### config.mk
export PLATFORM = sky130hd
export DESIGN_NAME = cmc_top
export DESIGN_NICKNAME = d
export VERILOG_FILES = /design/src/design/cmc_pkg.sv /design/src/design/cmc_top.sv /design/src/design/cmc_sync.sv /design/src/design/cmc_flag.sv
export SDC_FILE = /design/constraint.sdc
export NUM_CORES = 1
export LEC_CHECK = 0
export ABC_CLOCK_PERIOD_IN_PS = 2050
export BUFFER_PORTS_ARGS = -buffer_cell sky130_fd_sc_hd__buf_2
export CAP_MARGIN = 20
export CORE_AREA = 2 2 67 69
export DETAILED_ROUTE_END_ITERATION = 6
export DIE_AREA = 0 0 69 71
export PLACE_DENSITY = 0.85
export SYNTH_ARGS = -nofsm -noshare
export SYNTH_HDL_FRONTEND = slang
export SYNTH_HIERARCHICAL = 1
export SYNTH_SLANG_ARGS = --single-unit
### constraint.sdc
create_clock -name clk_i -period 2.05 [get_ports clk_i]
set_input_delay 0.1025 -clock clk_i [delete_from_list [all_inputs] [get_ports clk_i]]
set_output_delay 0.1025 -clock clk_i [all_outputs]
set_load 0.02 [all_outputs]
### src/design/cmc_pkg.sv
// constants and types shared by the comparator control block
package cmc_pkg;

  // register map and bus
  localparam logic [31:0] CMC_CTRL_ADDR    = 32'hFFFF0444;
  localparam int          CMC_REG_W        = 16;
  localparam logic [15:0] CMC_CTRL_RESET   = 16'h0000;
  localparam logic [15:0] CMC_CFG_MASK     = 16'h07FC;

  // field positions
  localparam int          CMC_EN_BIT       = 10;
  localparam int          CMC_NSEL_HI      = 9;
  localparam int          CMC_NSEL_LO      = 8;
  localparam int          CMC_ROUTE_HI     = 7;
  localparam int          CMC_ROUTE_LO     = 6;
  localparam int          CMC_POL_BIT      = 5;
  localparam int          CMC_SPEED_HI     = 4;
  localparam int          CMC_SPEED_LO     = 3;
  localparam int          CMC_HYST_BIT     = 2;
  localparam int          CMC_RISE_BIT     = 1;
  localparam int          CMC_FALL_BIT     = 0;
  localparam int          CMC_NUM_FLAGS    = 2;

  // negative input selection codes
  localparam logic [1:0]  CMC_NSEL_HALF    = 2'h0;
  localparam logic [1:0]  CMC_NSEL_ADC_CHANNEL_THREE    = 2'h1;
  localparam logic [1:0]  CMC_NSEL_DAC     = 2'h2;

  // output routing codes
  localparam logic [1:0]  CMC_ROUTE_PIN    = 2'h2;
  localparam logic [1:0]  CMC_ROUTE_IRQ    = 2'h3;

  // response speed codes
  localparam logic [1:0]  CMC_SPEED_NORM   = 2'h0;
  localparam logic [1:0]  CMC_SPEED_FAST   = 2'h3;

  // bus phase of the peripheral bus slave
  typedef enum logic [1:0] {
    CMC_PH_IDLE   = 2'b01,
    CMC_PH_ACCESS = 2'b10
  } cmc_phase_t;

endpackage

### src/design/cmc_top.sv
// control wrapper around the analog voltage comparator
`timescale 1ns/10ps
module cmc_top
  import cmc_pkg::*;
(
  // clock and reset
  input  wire logic        clk_i,
  input  wire logic        rst_i,
  // peripheral bus slave
  input  wire logic        psel_i,
  input  wire logic        penable_i,
  input  wire logic        pwrite_i,
  input  wire logic [31:0] paddr_i,
  input  wire logic [31:0] pwdata_i,
  output logic      [31:0] prdata_o,
  output logic             pready_o,
  output logic             pslverr_o,
  // analog comparator core
  input  wire logic        comp_raw_i,
  output logic             comp_power_o,
  output logic      [1:0]  neg_sel_o,
  output logic             speed_fast_o,
  output logic             hyst_en_o,
  // result consumers
  output logic             pin_out_o,
  output logic             pin_out_en_o,
  output logic             irq_o,
  output logic             pla_o,
  output logic             adc_start_o
);

  // bus phase and decode
  cmc_phase_t             phase;
  cmc_phase_t             next_phase;
  logic                   addr_hit;
  logic                   wr_access;
  logic                   rd_setup;
  logic                   acc_cycle;
  logic [31:0]            next_prdata;

  // control register fields
  logic                   comp_en;
  logic [1:0]             neg_sel;
  logic [1:0]             route_sel;
  logic                   polarity;
  logic [1:0]             speed_sel;
  logic                   hyst_sel;

  // decoded selections
  logic                   route_pin;
  logic                   route_irq;
  logic                   speed_fast;

  // comparator result path
  logic                   comp_sync;
  logic                   comp_out;
  logic                   comp_prev;
  logic                   prev_valid;
  logic                   rise_evt;
  logic                   fall_evt;

  // event flags
  logic [CMC_NUM_FLAGS-1:0] flag_set;
  logic [CMC_NUM_FLAGS-1:0] flag_clr;
  logic [CMC_NUM_FLAGS-1:0] flags;

  // read view
  logic [CMC_REG_W-1:0]   ctrl_view;

  assign addr_hit  = (paddr_i == CMC_CTRL_ADDR);
  assign acc_cycle = psel_i && penable_i;
  assign wr_access = acc_cycle && pwrite_i && addr_hit && (phase == CMC_PH_ACCESS);
  assign rd_setup  = psel_i && !penable_i && !pwrite_i;

  // setup then access, always ready in the access cycle
  always_comb begin
    next_phase = phase;
    case (phase)
      CMC_PH_IDLE: begin
        if (psel_i && !penable_i) begin
          next_phase = CMC_PH_ACCESS;
        end
      end
      CMC_PH_ACCESS: begin
        if (psel_i && !penable_i) begin
          next_phase = CMC_PH_ACCESS;
        end else begin
          next_phase = CMC_PH_IDLE;
        end
      end
      default: begin
        next_phase = CMC_PH_IDLE;
      end
    endcase
  end

  always_ff @(posedge clk_i or posedge rst_i) begin
    if (rst_i) begin
      phase <= CMC_PH_IDLE;
    end else begin
      phase <= next_phase;
    end
  end

  // no wait states: the access cycle is the second and last
  assign pready_o = 1'b1;

  // unmapped addresses report an error in the access cycle
  assign pslverr_o = acc_cycle && !addr_hit;

  // configuration fields, written in the access cycle
  always_ff @(posedge clk_i or posedge rst_i) begin
    if (rst_i) begin
      comp_en <= CMC_CTRL_RESET[CMC_EN_BIT];
    end else if (wr_access) begin
      comp_en <= pwdata_i[CMC_EN_BIT];
    end
  end

  always_ff @(posedge clk_i or posedge rst_i) begin
    if (rst_i) begin
      neg_sel <= CMC_CTRL_RESET[CMC_NSEL_HI:CMC_NSEL_LO];
    end else if (wr_access) begin
      neg_sel <= pwdata_i[CMC_NSEL_HI:CMC_NSEL_LO];
    end
  end

  always_ff @(posedge clk_i or posedge rst_i) begin
    if (rst_i) begin
      route_sel <= CMC_CTRL_RESET[CMC_ROUTE_HI:CMC_ROUTE_LO];
    end else if (wr_access) begin
      route_sel <= pwdata_i[CMC_ROUTE_HI:CMC_ROUTE_LO];
    end
  end

  always_ff @(posedge clk_i or posedge rst_i) begin
    if (rst_i) begin
      polarity <= CMC_CTRL_RESET[CMC_POL_BIT];
    end else if (wr_access) begin
      polarity <= pwdata_i[CMC_POL_BIT];
    end
  end

  always_ff @(posedge clk_i or posedge rst_i) begin
    if (rst_i) begin
      speed_sel <= CMC_CTRL_RESET[CMC_SPEED_HI:CMC_SPEED_LO];
    end else if (wr_access) begin
      speed_sel <= pwdata_i[CMC_SPEED_HI:CMC_SPEED_LO];
    end
  end

  always_ff @(posedge clk_i or posedge rst_i) begin
    if (rst_i) begin
      hyst_sel <= CMC_CTRL_RESET[CMC_HYST_BIT];
    end else if (wr_access) begin
      hyst_sel <= pwdata_i[CMC_HYST_BIT];
    end
  end

  // register image; reserved bits read as zero
  always_comb begin
    ctrl_view                            = CMC_CTRL_RESET;
    ctrl_view[CMC_EN_BIT]                = comp_en;
    ctrl_view[CMC_NSEL_HI:CMC_NSEL_LO]   = neg_sel;
    ctrl_view[CMC_ROUTE_HI:CMC_ROUTE_LO] = route_sel;
    ctrl_view[CMC_POL_BIT]               = polarity;
    ctrl_view[CMC_SPEED_HI:CMC_SPEED_LO] = speed_sel;
    ctrl_view[CMC_HYST_BIT]              = hyst_sel;
    ctrl_view[CMC_RISE_BIT]              = flags[CMC_RISE_BIT];
    ctrl_view[CMC_FALL_BIT]              = flags[CMC_FALL_BIT];
  end

  // read image of the addressed register; unmapped reads give zero
  always_comb begin
    next_prdata = 32'h0000_0000;
    if (addr_hit) begin
      next_prdata = {16'h0000, ctrl_view};
    end
  end

  // read data captured in the setup cycle, shown in the access cycle
  always_ff @(posedge clk_i or posedge rst_i) begin
    if (rst_i) begin
      prdata_o <= 32'h0000_0000;
    end else if (rd_setup) begin
      prdata_o <= next_prdata;
    end
  end

  // reserved route codes select neither output; reserved speed codes give normal speed
  assign route_pin  = comp_en && (route_sel == CMC_ROUTE_PIN);
  assign route_irq  = (route_sel == CMC_ROUTE_IRQ);
  assign speed_fast = comp_en && (speed_sel == CMC_SPEED_FAST);

  // analog controls; power follows the enable bit
  assign comp_power_o = comp_en;
  assign neg_sel_o    = comp_en ? neg_sel : CMC_NSEL_HALF;
  assign speed_fast_o = speed_fast;
  assign hyst_en_o    = comp_en && hyst_sel;

  // raw result crosses into the clock domain first
  cmc_sync u_sync (
    .clk_i  (clk_i),
    .rst_i  (rst_i),
    .async_i(comp_raw_i),
    .sync_o (comp_sync)
  );

  // polarity and enable gating of the result
  assign comp_out = comp_en && (comp_sync ^ polarity);

  // previous sample; the first sample after enabling only primes it
  always_ff @(posedge clk_i or posedge rst_i) begin
    if (rst_i) begin
      comp_prev <= 1'b0;
    end else begin
      comp_prev <= comp_out;
    end
  end

  always_ff @(posedge clk_i or posedge rst_i) begin
    if (rst_i) begin
      prev_valid <= 1'b0;
    end else begin
      prev_valid <= comp_en;
    end
  end

  assign rise_evt = comp_en && prev_valid && comp_out && !comp_prev;
  assign fall_evt = comp_en && prev_valid && !comp_out && comp_prev;

  assign flag_set[CMC_RISE_BIT] = rise_evt;
  assign flag_set[CMC_FALL_BIT] = fall_evt;

  // sticky flags, each cleared by writing one to its bit
  generate
    for (genvar i = 0; i < CMC_NUM_FLAGS; i++) begin : g_flag
      assign flag_clr[i] = wr_access && pwdata_i[i];
      cmc_flag u_flag (
        .clk_i  (clk_i),
        .rst_i  (rst_i),
        .set_i  (flag_set[i]),
        .clear_i(flag_clr[i]),
        .flag_o (flags[i])
      );
    end
  endgenerate

  // result consumers, registered
  always_ff @(posedge clk_i or posedge rst_i) begin
    if (rst_i) begin
      pin_out_en_o <= 1'b0;
    end else begin
      pin_out_en_o <= route_pin;
    end
  end

  always_ff @(posedge clk_i or posedge rst_i) begin
    if (rst_i) begin
      pin_out_o <= 1'b0;
    end else begin
      pin_out_o <= route_pin && comp_out;
    end
  end

  always_ff @(posedge clk_i or posedge rst_i) begin
    if (rst_i) begin
      irq_o <= 1'b0;
    end else begin
      irq_o <= route_irq && (|flags);
    end
  end

  always_ff @(posedge clk_i or posedge rst_i) begin
    if (rst_i) begin
      pla_o <= 1'b0;
    end else begin
      pla_o <= comp_out;
    end
  end

  always_ff @(posedge clk_i or posedge rst_i) begin
    if (rst_i) begin
      adc_start_o <= 1'b0;
    end else begin
      adc_start_o <= rise_evt;
    end
  end

endmodule

### src/design/cmc_sync.sv
// two flip-flop synchroniser for the asynchronous comparator result
`timescale 1ns/10ps
module cmc_sync
  import cmc_pkg::*;
(
  // clock and reset
  input  wire logic clk_i,
  input  wire logic rst_i,
  // data
  input  wire logic async_i,
  output logic      sync_o
);

  logic meta;

  always_ff @(posedge clk_i or posedge rst_i) begin
    if (rst_i) begin
      meta   <= 1'b0;
      sync_o <= 1'b0;
    end else begin
      meta   <= async_i;
      sync_o <= meta;
    end
  end

endmodule

### src/design/cmc_flag.sv
// sticky event flag, set by hardware and cleared by writing one
`timescale 1ns/10ps
module cmc_flag
  import cmc_pkg::*;
(
  // clock and reset
  input  wire logic clk_i,
  input  wire logic rst_i,
  // control
  input  wire logic set_i,
  input  wire logic clear_i,
  // state
  output logic      flag_o
);

  // a set in the clearing cycle wins
  always_ff @(posedge clk_i or posedge rst_i) begin
    if (rst_i) begin
      flag_o <= 1'b0;
    end else if (set_i) begin
      flag_o <= 1'b1;
    end else if (clear_i) begin
      flag_o <= 1'b0;
    end
  end

endmodule

==> out/summary.txt, run 1 <==
Status -> finished, final reports clean
Final Skew -> 0.00487 ns
Gpl congestion -> 0.777
Share of cells above drive strength 1 -> 0.399
Number of global-route vias before repair -> 1250
Post-layout min period -> 1.76 ns
Nets -> 299
PwrDens -> 696 nW/um2
CTS tree -> yes
Largest fanout on the critical path -> 11
CP Launch Type -> flip-flop
TritonCTS buffer count -> 5
Final setup viols -> 0
Drt pass-1 iters -> 4
Yosys warns -> 6
Clk_lat worst skew -> 0.28 ns
Most frequent cells in the layout -> 70 x buf_2, 31 x dfrtp_1, 26 x nand2_1
Sequential element share of the synthesized area -> 0.504
CTS root buffer -> clkbuf_8
Via Count -> 1243
Synth cell types -> 29
Most area-hungry cell type in the Yosys netlist -> dfrtp_1
Fin crit share -> 0.856
Leak Pwr -> 1.18 nW
Layout fillers -> 411
Post-Route WL -> 3370 um
Worst setup EP type -> flip-flop
Post-CTS setup buffers -> 0
# rows -> 24
Clk sinks -> 32
Top cells by area, synth -> dfrtp_1 49%, buf_4 10%, mux2_4 7.5%
Top-area cell type share of the netlist area -> 0.487
Slowest cell on the critical path -> dfstp_2
Area growth from synthesis to layout -> 27.7%
Routed vias/inst -> 4.44
Crit path largest cell delay -> 0.53 ns
Finished Cell Area -> 2030 um2
Post-detailed-route count of antenna-violating nets -> 0
WP data arrival -> 1.92 ns
Placed Cells -> 270
DP Area -> 1910 um2
Avg Inst Size Synth -> 10.4 um2
Grt total ovfl -> 0
Antenna diodes -> 0
# port buffers -> 70
Avg WL per Cell -> 12.0 um
Req. time, crit path -> 2.22 ns
RSZ-0062 raised after global routing -> false
Asr flop ratio synth -> 1.00
H-tree lvl count -> 2
Post-synth EDFFs -> 0
Max-cap violations -> 0
Fin cells -> 280
Largest net degree at the start of global routing -> 29
Final Util -> 0.484
Slew Viols, Final -> 0
Setup_tns -> 0 ns
Crit path kind -> reg2reg
Clock Pin Slew Worst Setup and Hold Paths -> 0.07 ns
VDD IR max -> 0.000475 V
First-pass GRT wire length -> 5550 um
Initial antenna violation count -> 0
Class of the worst hold path -> in2reg
Post-DP HPWL -> 2530 um
Clock tree buffer depth -> 2
Clock share of power -> 0.415
First DRT Iteration DRCs -> 74
Post-cts resize count -> 0
Die Height -> 71 um
Synth Instances -> 153
Combinational group share of total power -> 0.116
CTS Hold Bufs -> 2
Ordered list of cells on the worst path -> inv_1, ha_1, and4_1, nand3_2, mux2_2
#FFs+latches synth -> 32
Core Area -> 4200 um2
Mapped cell area -> 1590 um2
Die ar. -> 4900 um2
Net Sw Power -> 339 uW
Internal power -> 1.08 mW
Initial Utilization -> 0.379
Fin Hold WS -> 0.0438 ns
Post-synth top flop -> dfrtp_1
DRC -> 0
Sequential power share -> 0.468
Final hold viol count -> 0
F_max -> 0.570 GHz
Total GRT Usage -> 0.145
Net Sw Frac -> 0.239
IO Pins -> 114
Die X-Extent -> 69 um
Most common cell after layout, fill and taps aside -> buf_2
## cells by family (layout without fill, tap and decap cells)
family	count (synthesis)	after routing	synth area share
AO/OA/AOI/OAI	17	17	0.0621
buffers and inverters	37	92	0.144
multiplexers	9	9	0.0825
other	2	22	0.00472
AND/OR/NAND/NOR	53	53	0.182
XOR/XNOR	1	1	0.00550
adder cells (fa/ha/maj)	2	2	0.0157
flip-flops	32	32	0.504
## synth_stat cells (3+ instances only)
cell type	count
and2_1	3
and4_1	3
buf_4	22
clkbuf_1	4
dfrtp_1	31
inv_1	10
mux2_4	8
nand2_1	26
nand4_1	4
nor2_1	3
nor2b_1	3
nor4b_1	3
o21ai_0	12
## layer usage
layer	up-vias	part of all wire	GRT usage
met5	-	0	0
met4	0	0.011	0.0741
met3	3	0.057	0.0427
met2	39	0.51	0.253
met1	596	0.42	0.160
li1	605	-	-
## final cells by class
| type | instances | area, um2 | area share |
|---|---|---|---|
| Sequential cell | 32 | 802 | 0.394 |
| Multi-Input combinational cell | 104 | 637 | 0.313 |
| Timing Repair Buffer | 74 | 385 | 0.189 |
| Clock buffer | 6 | 72.6 | 0.0357 |
| Tap cell | 52 | 65.1 | 0.0320 |
| Inverter | 10 | 37.5 | 0.0185 |
| Clock inverter | 2 | 35.0 | 0.0172 |
## through the flow
step	setup slack, ns	power, mW
after floorplan	0.471	0.802
after global placement	0.309	0.828
after detailed placement	0.306	0.837
after CTS	0.293	1.43
after global routing	0.224	1.48
final	0.295	1.42
## power groups by stage
stage	Combinational, mW	Clock (mW)	Sequential (mW)
2_1_floorplan	0.129	0	0.673
3_3_place_gp	0.154	0	0.674
3_5_place_dp	0.161	0	0.675
4_1_cts	0.165	0.600	0.663
5_1_grt	0.185	0.631	0.665
6_report	0.165	0.588	0.664
## sequential cells by signal, indices dropped and copies added (netlist names), 2 cells and up
| name | flops |
|---|---|
| route_sel | 2 |
| phase | 2 |
| neg_sel | 2 |
| speed_sel | 2 |
| prdata_o | 11 |
| g_flag.u_flag/flag_o | 2 |
## critical path: cells and delay by family (launching register included)
family        cells  cell delay, ns
flops             1            0.53
buf+inv           1            0.05
mux               1            0.38
fa+ha+maj         1            0.20
simple gates      2            0.48
## final timing paths
path                       cells after the start         from                       to  slack [ns]
max                                            5     phase[0]             speed_sel[1]        0.29
min                                            2  pwdata_i[5]                 polarity        0.04
max reg2reg                                    5     phase[0]             speed_sel[1]        0.29
min reg2reg                                    0  u_sync/meta            u_sync/sync_o        0.36
max in group asynchronous                      4        rst_i                 phase[0]        1.27
min in group asynchronous                      3        rst_i  g_flag[1].u_flag/flag_o        0.23
(Power assumes the default switching activity.)
==> run 2, diff against run 1 <==
Settings changed: ABC_AREA set to 1, CORE_AREA 2 2 67 69 to 2 2 68 70, DIE_AREA 0 0 69 71 to 0 0 70 72, PLACE_DENSITY 0.85 to 0.86.
==> run 2 against run 1 <==
- largest power group unchanged
- synthesized cell count rose by 44%
- critical path type unchanged
- clock power fell by 15%
- final area rose by 5.9%
- clock skew rose by 0.00088 ns
- setup slack improved by 0.037 ns
- synthesized area rose by 8.6%
- non-clock buffer count rose by 1
- count of clock-buffer cells in the layout did not move
==> out/summary.txt, run 2 <==
Status -> finished, final reports clean
Synth Instances -> 221 (+44%)
Gpl congestion -> 0.768 (-1.1%)
Antenna diodes -> 0 (unchanged)
Avg WL per Cell -> 10.5 um (-13%)
Fin cells -> 347 (+24%)
Crit path kind -> reg2reg
Core Area -> 4260 um2 (+1.4%)
Initial antenna violation count -> 0 (unchanged)
Die X-Extent -> 70 um (+1.4%)
CTS tree -> yes
VDD IR max -> 0.000254 V (-46%)
Number of global-route vias before repair -> 1424 (+14%)
R2R Setup Slk -> 0.33 ns (+0.04 ns)
Area growth from synthesis to layout -> 24.6%
Asr flop ratio synth -> 1.00 (unchanged)
Post-synth EDFFs -> 0 (unchanged)
Avg Inst Size Synth -> 7.82 um2 (-25%)
Yosys warns -> 6 (unchanged)
Initial Utilization -> 0.406 (+0.0266)
Die Height -> 72 um (+1.4%)
Most area-hungry cell type in the Yosys netlist -> dfrtp_1
Final Skew -> 0.00575 ns (+0.000876 ns)
# port buffers -> 70 (unchanged)
Top cells by area, synth -> dfrtp_1 45%, nand2_1 16%, buf_4 10%
H-tree lvl count -> 2 (unchanged)
Post-Route WL -> 3650 um (+8.3%)
Drt pass-1 iters -> 4 (unchanged)
Tightest Pin Transition -> 0.561 ns
Fin crit share -> 0.838 (-0.0181)
WP data arrival -> 1.90 ns (-0.02 ns)
Hold EP -> comp_power_o
Req. time, crit path -> 2.23 ns (about the same)
CTS root buffer -> clkbuf_8
Slew Viols, Final -> 0 (unchanged)
Largest net degree at the start of global routing -> 26 (-10%)
DRC -> 0 (unchanged)
Share of cells above drive strength 1 -> 0.319 (-0.0805)
Max reg flops -> 11 (unchanged)
Mapped cell area -> 1730 um2 (+8.6%)
Grt total ovfl -> 0 (unchanged)
Post-synth top flop -> dfrtp_1
Routed vias/inst -> 4.44 (+0.10%)
Post-synth top cells -> 75 x nand2_1, 33 x inv_1, 31 x dfrtp_1
Total power draw -> 1.37 mW (-3.4%)
First DRT Iteration DRCs -> 58 (-22%)
Class of the worst hold path -> in2reg
Nets -> 366 (+22%)
Fin Hold WS -> 0.0672 ns (+0.0234 ns)
Sequential element share of the synthesized area -> 0.464 (-0.0397)
Final hold viol count -> 0 (unchanged)
Largest fanout on the critical path -> 11 (unchanged)
Most frequent cells in the layout -> 75 x nand2_1, 70 x buf_2, 33 x inv_1
First-pass GRT wire length -> 5870 um (+5.7%)
Clk sinks -> 32 (unchanged)
Post-CTS setup buffers -> 0 (unchanged)
Post-layout min period -> 1.72 ns (-0.0371 ns)
IO Pins -> 114 (unchanged)
Reg with most FFs -> prdata_o
Most common cell after layout, fill and taps aside -> nand2_1
Total GRT Usage -> 0.151 (+0.00657)
#FFs+latches synth -> 32 (unchanged)
RSZ-0062 raised after global routing -> false
Top-area cell type share of the netlist area -> 0.449 (-0.0384)
Synth cell types -> 22 (-24%)
Setup_tns -> 0 ns (unchanged)
R2R cell count -> 9 (+4)
Most frequent cell after synthesis -> nand2_1
Post-detailed-route count of antenna-violating nets -> 0 (unchanged)
Hold Path Stages -> 3 (+1)
# rows -> 24 (unchanged)
Clk_lat worst skew -> 0.29 ns (about the same)
Via Count -> 1542 (+24%)
Post-DP HPWL -> 2880 um (+14%)
Min-delay src -> pwdata_i[10]
Clock Pin Slew Worst Setup and Hold Paths -> 0.07 ns (about the same)
Max-Slew Margin vs Limit -> 0.625
F_max -> 0.582 GHz (+2.2%)
PwrDens -> 635 nW/um2 (-8.8%)
Final setup viols -> 0 (unchanged)
Pre-CTS setup slack -> 0.304 ns (-0.00223 ns)
Worst setup EP type -> flip-flop
CP Launch Type -> flip-flop
Worst R2R Start -> phase[0]
TritonCTS buffer count -> 5 (unchanged)
Max-cap violations -> 0 (unchanged)
Leak Pwr -> 1.28 nW (+8.9%)
Worst R2R End -> g_flag[0].u_flag/flag_o
Die ar. -> 5040 um2 (+2.9%)
Clock tree buffer depth -> 2 (unchanged)
Post-cts resize count -> 0 (unchanged)
Final worst slack -> 0.332 ns (+0.0371 ns)
Placed Cells -> 337 (+25%)
run 2: how the worst max path moves through the flow:
| stage | startpoint | to | slack, ns |
|---|---|---|---|
| after detailed placement | paddr_i[0] | g_flag[1].u_flag/flag_o | 0.30 |
| after floorplan | phase[0] | g_flag[1].u_flag/flag_o | 0.65 |
| after global placement | paddr_i[3] | g_flag[0].u_flag/flag_o | 0.35 |
| final | phase[0] | g_flag[0].u_flag/flag_o | 0.33 |
| after global routing | phase[0] | g_flag[0].u_flag/flag_o | 0.20 |
| after CTS | phase[0] | g_flag[1].u_flag/flag_o | 0.32 |
run 2: report_power, final:
group | total, mW | internal [mW] | switching [mW]
registers | 0.671 | 0.658 | 0.0122
clock network | 0.497 | 0.267 | 0.230
logic | 0.201 | 0.0758 | 0.125
total | 1.37 | 1.00 | 0.367
run 2: critical path: stages, from the launching register on:
cell,delay [ns]
dfstp_2,0.37
inv_1,0.07
ha_1,0.18
nand2_1,0.10
nor2_4,0.19
nand3_1,0.36
nor2_1,0.20
inv_1,0.05
nand2_1,0.05
nand2_1,0.05
run 2: timing repair:
item                                    in CTS  in global routing
hold buffers                                 2                  0
hold endpoints to repair                     8                  0
endpoints found under the setup margin       0                  0
run 2: logic make-up after synthesis:
kind of cell,after synthesis,synth area share
buf+inv,62,0.187
flops,32,0.464
fa+ha+maj,2,0.0145
other cells,2,0.00434
xor+xnor,1,0.00507
compound gates,15,0.0695
simple gates,107,0.255
run 2: per-layer routing:
layer / global-route usage / part of all wire / vias to the layer above
li1: - / - / 769
met1: 0.155 / 0.40 / 701
met2: 0.278 / 0.50 / 65
met3: 0.0431 / 0.074 / 7
met4: 0.0833 / 0.024 / 0
met5: 0 / 0 / -
run 2: per-stage QoR:
| stage | utilization | cell area, um2 |
|---|---|---|
| after CTS | 0.505 | 2150 |
| after floorplan | - | 1800 |
| after detailed placement | 0.479 | 2040 |
| after global placement | 0.479 | 2040 |
| final | 0.505 | 2150 |
| after global routing | 0.505 | 2150 |
run 2: cell type report:
class | instances | area, um2
Clock buffer | 6 | 82.6
Clock inverter | 2 | 10.0
Fill cell | 404 | 2110
Inverter | 33 | 124
Multi-Input combinational cell | 147 | 678
Sequential cell | 32 | 802
Tap cell | 52 | 65.1
Timing Repair Buffer | 75 | 393
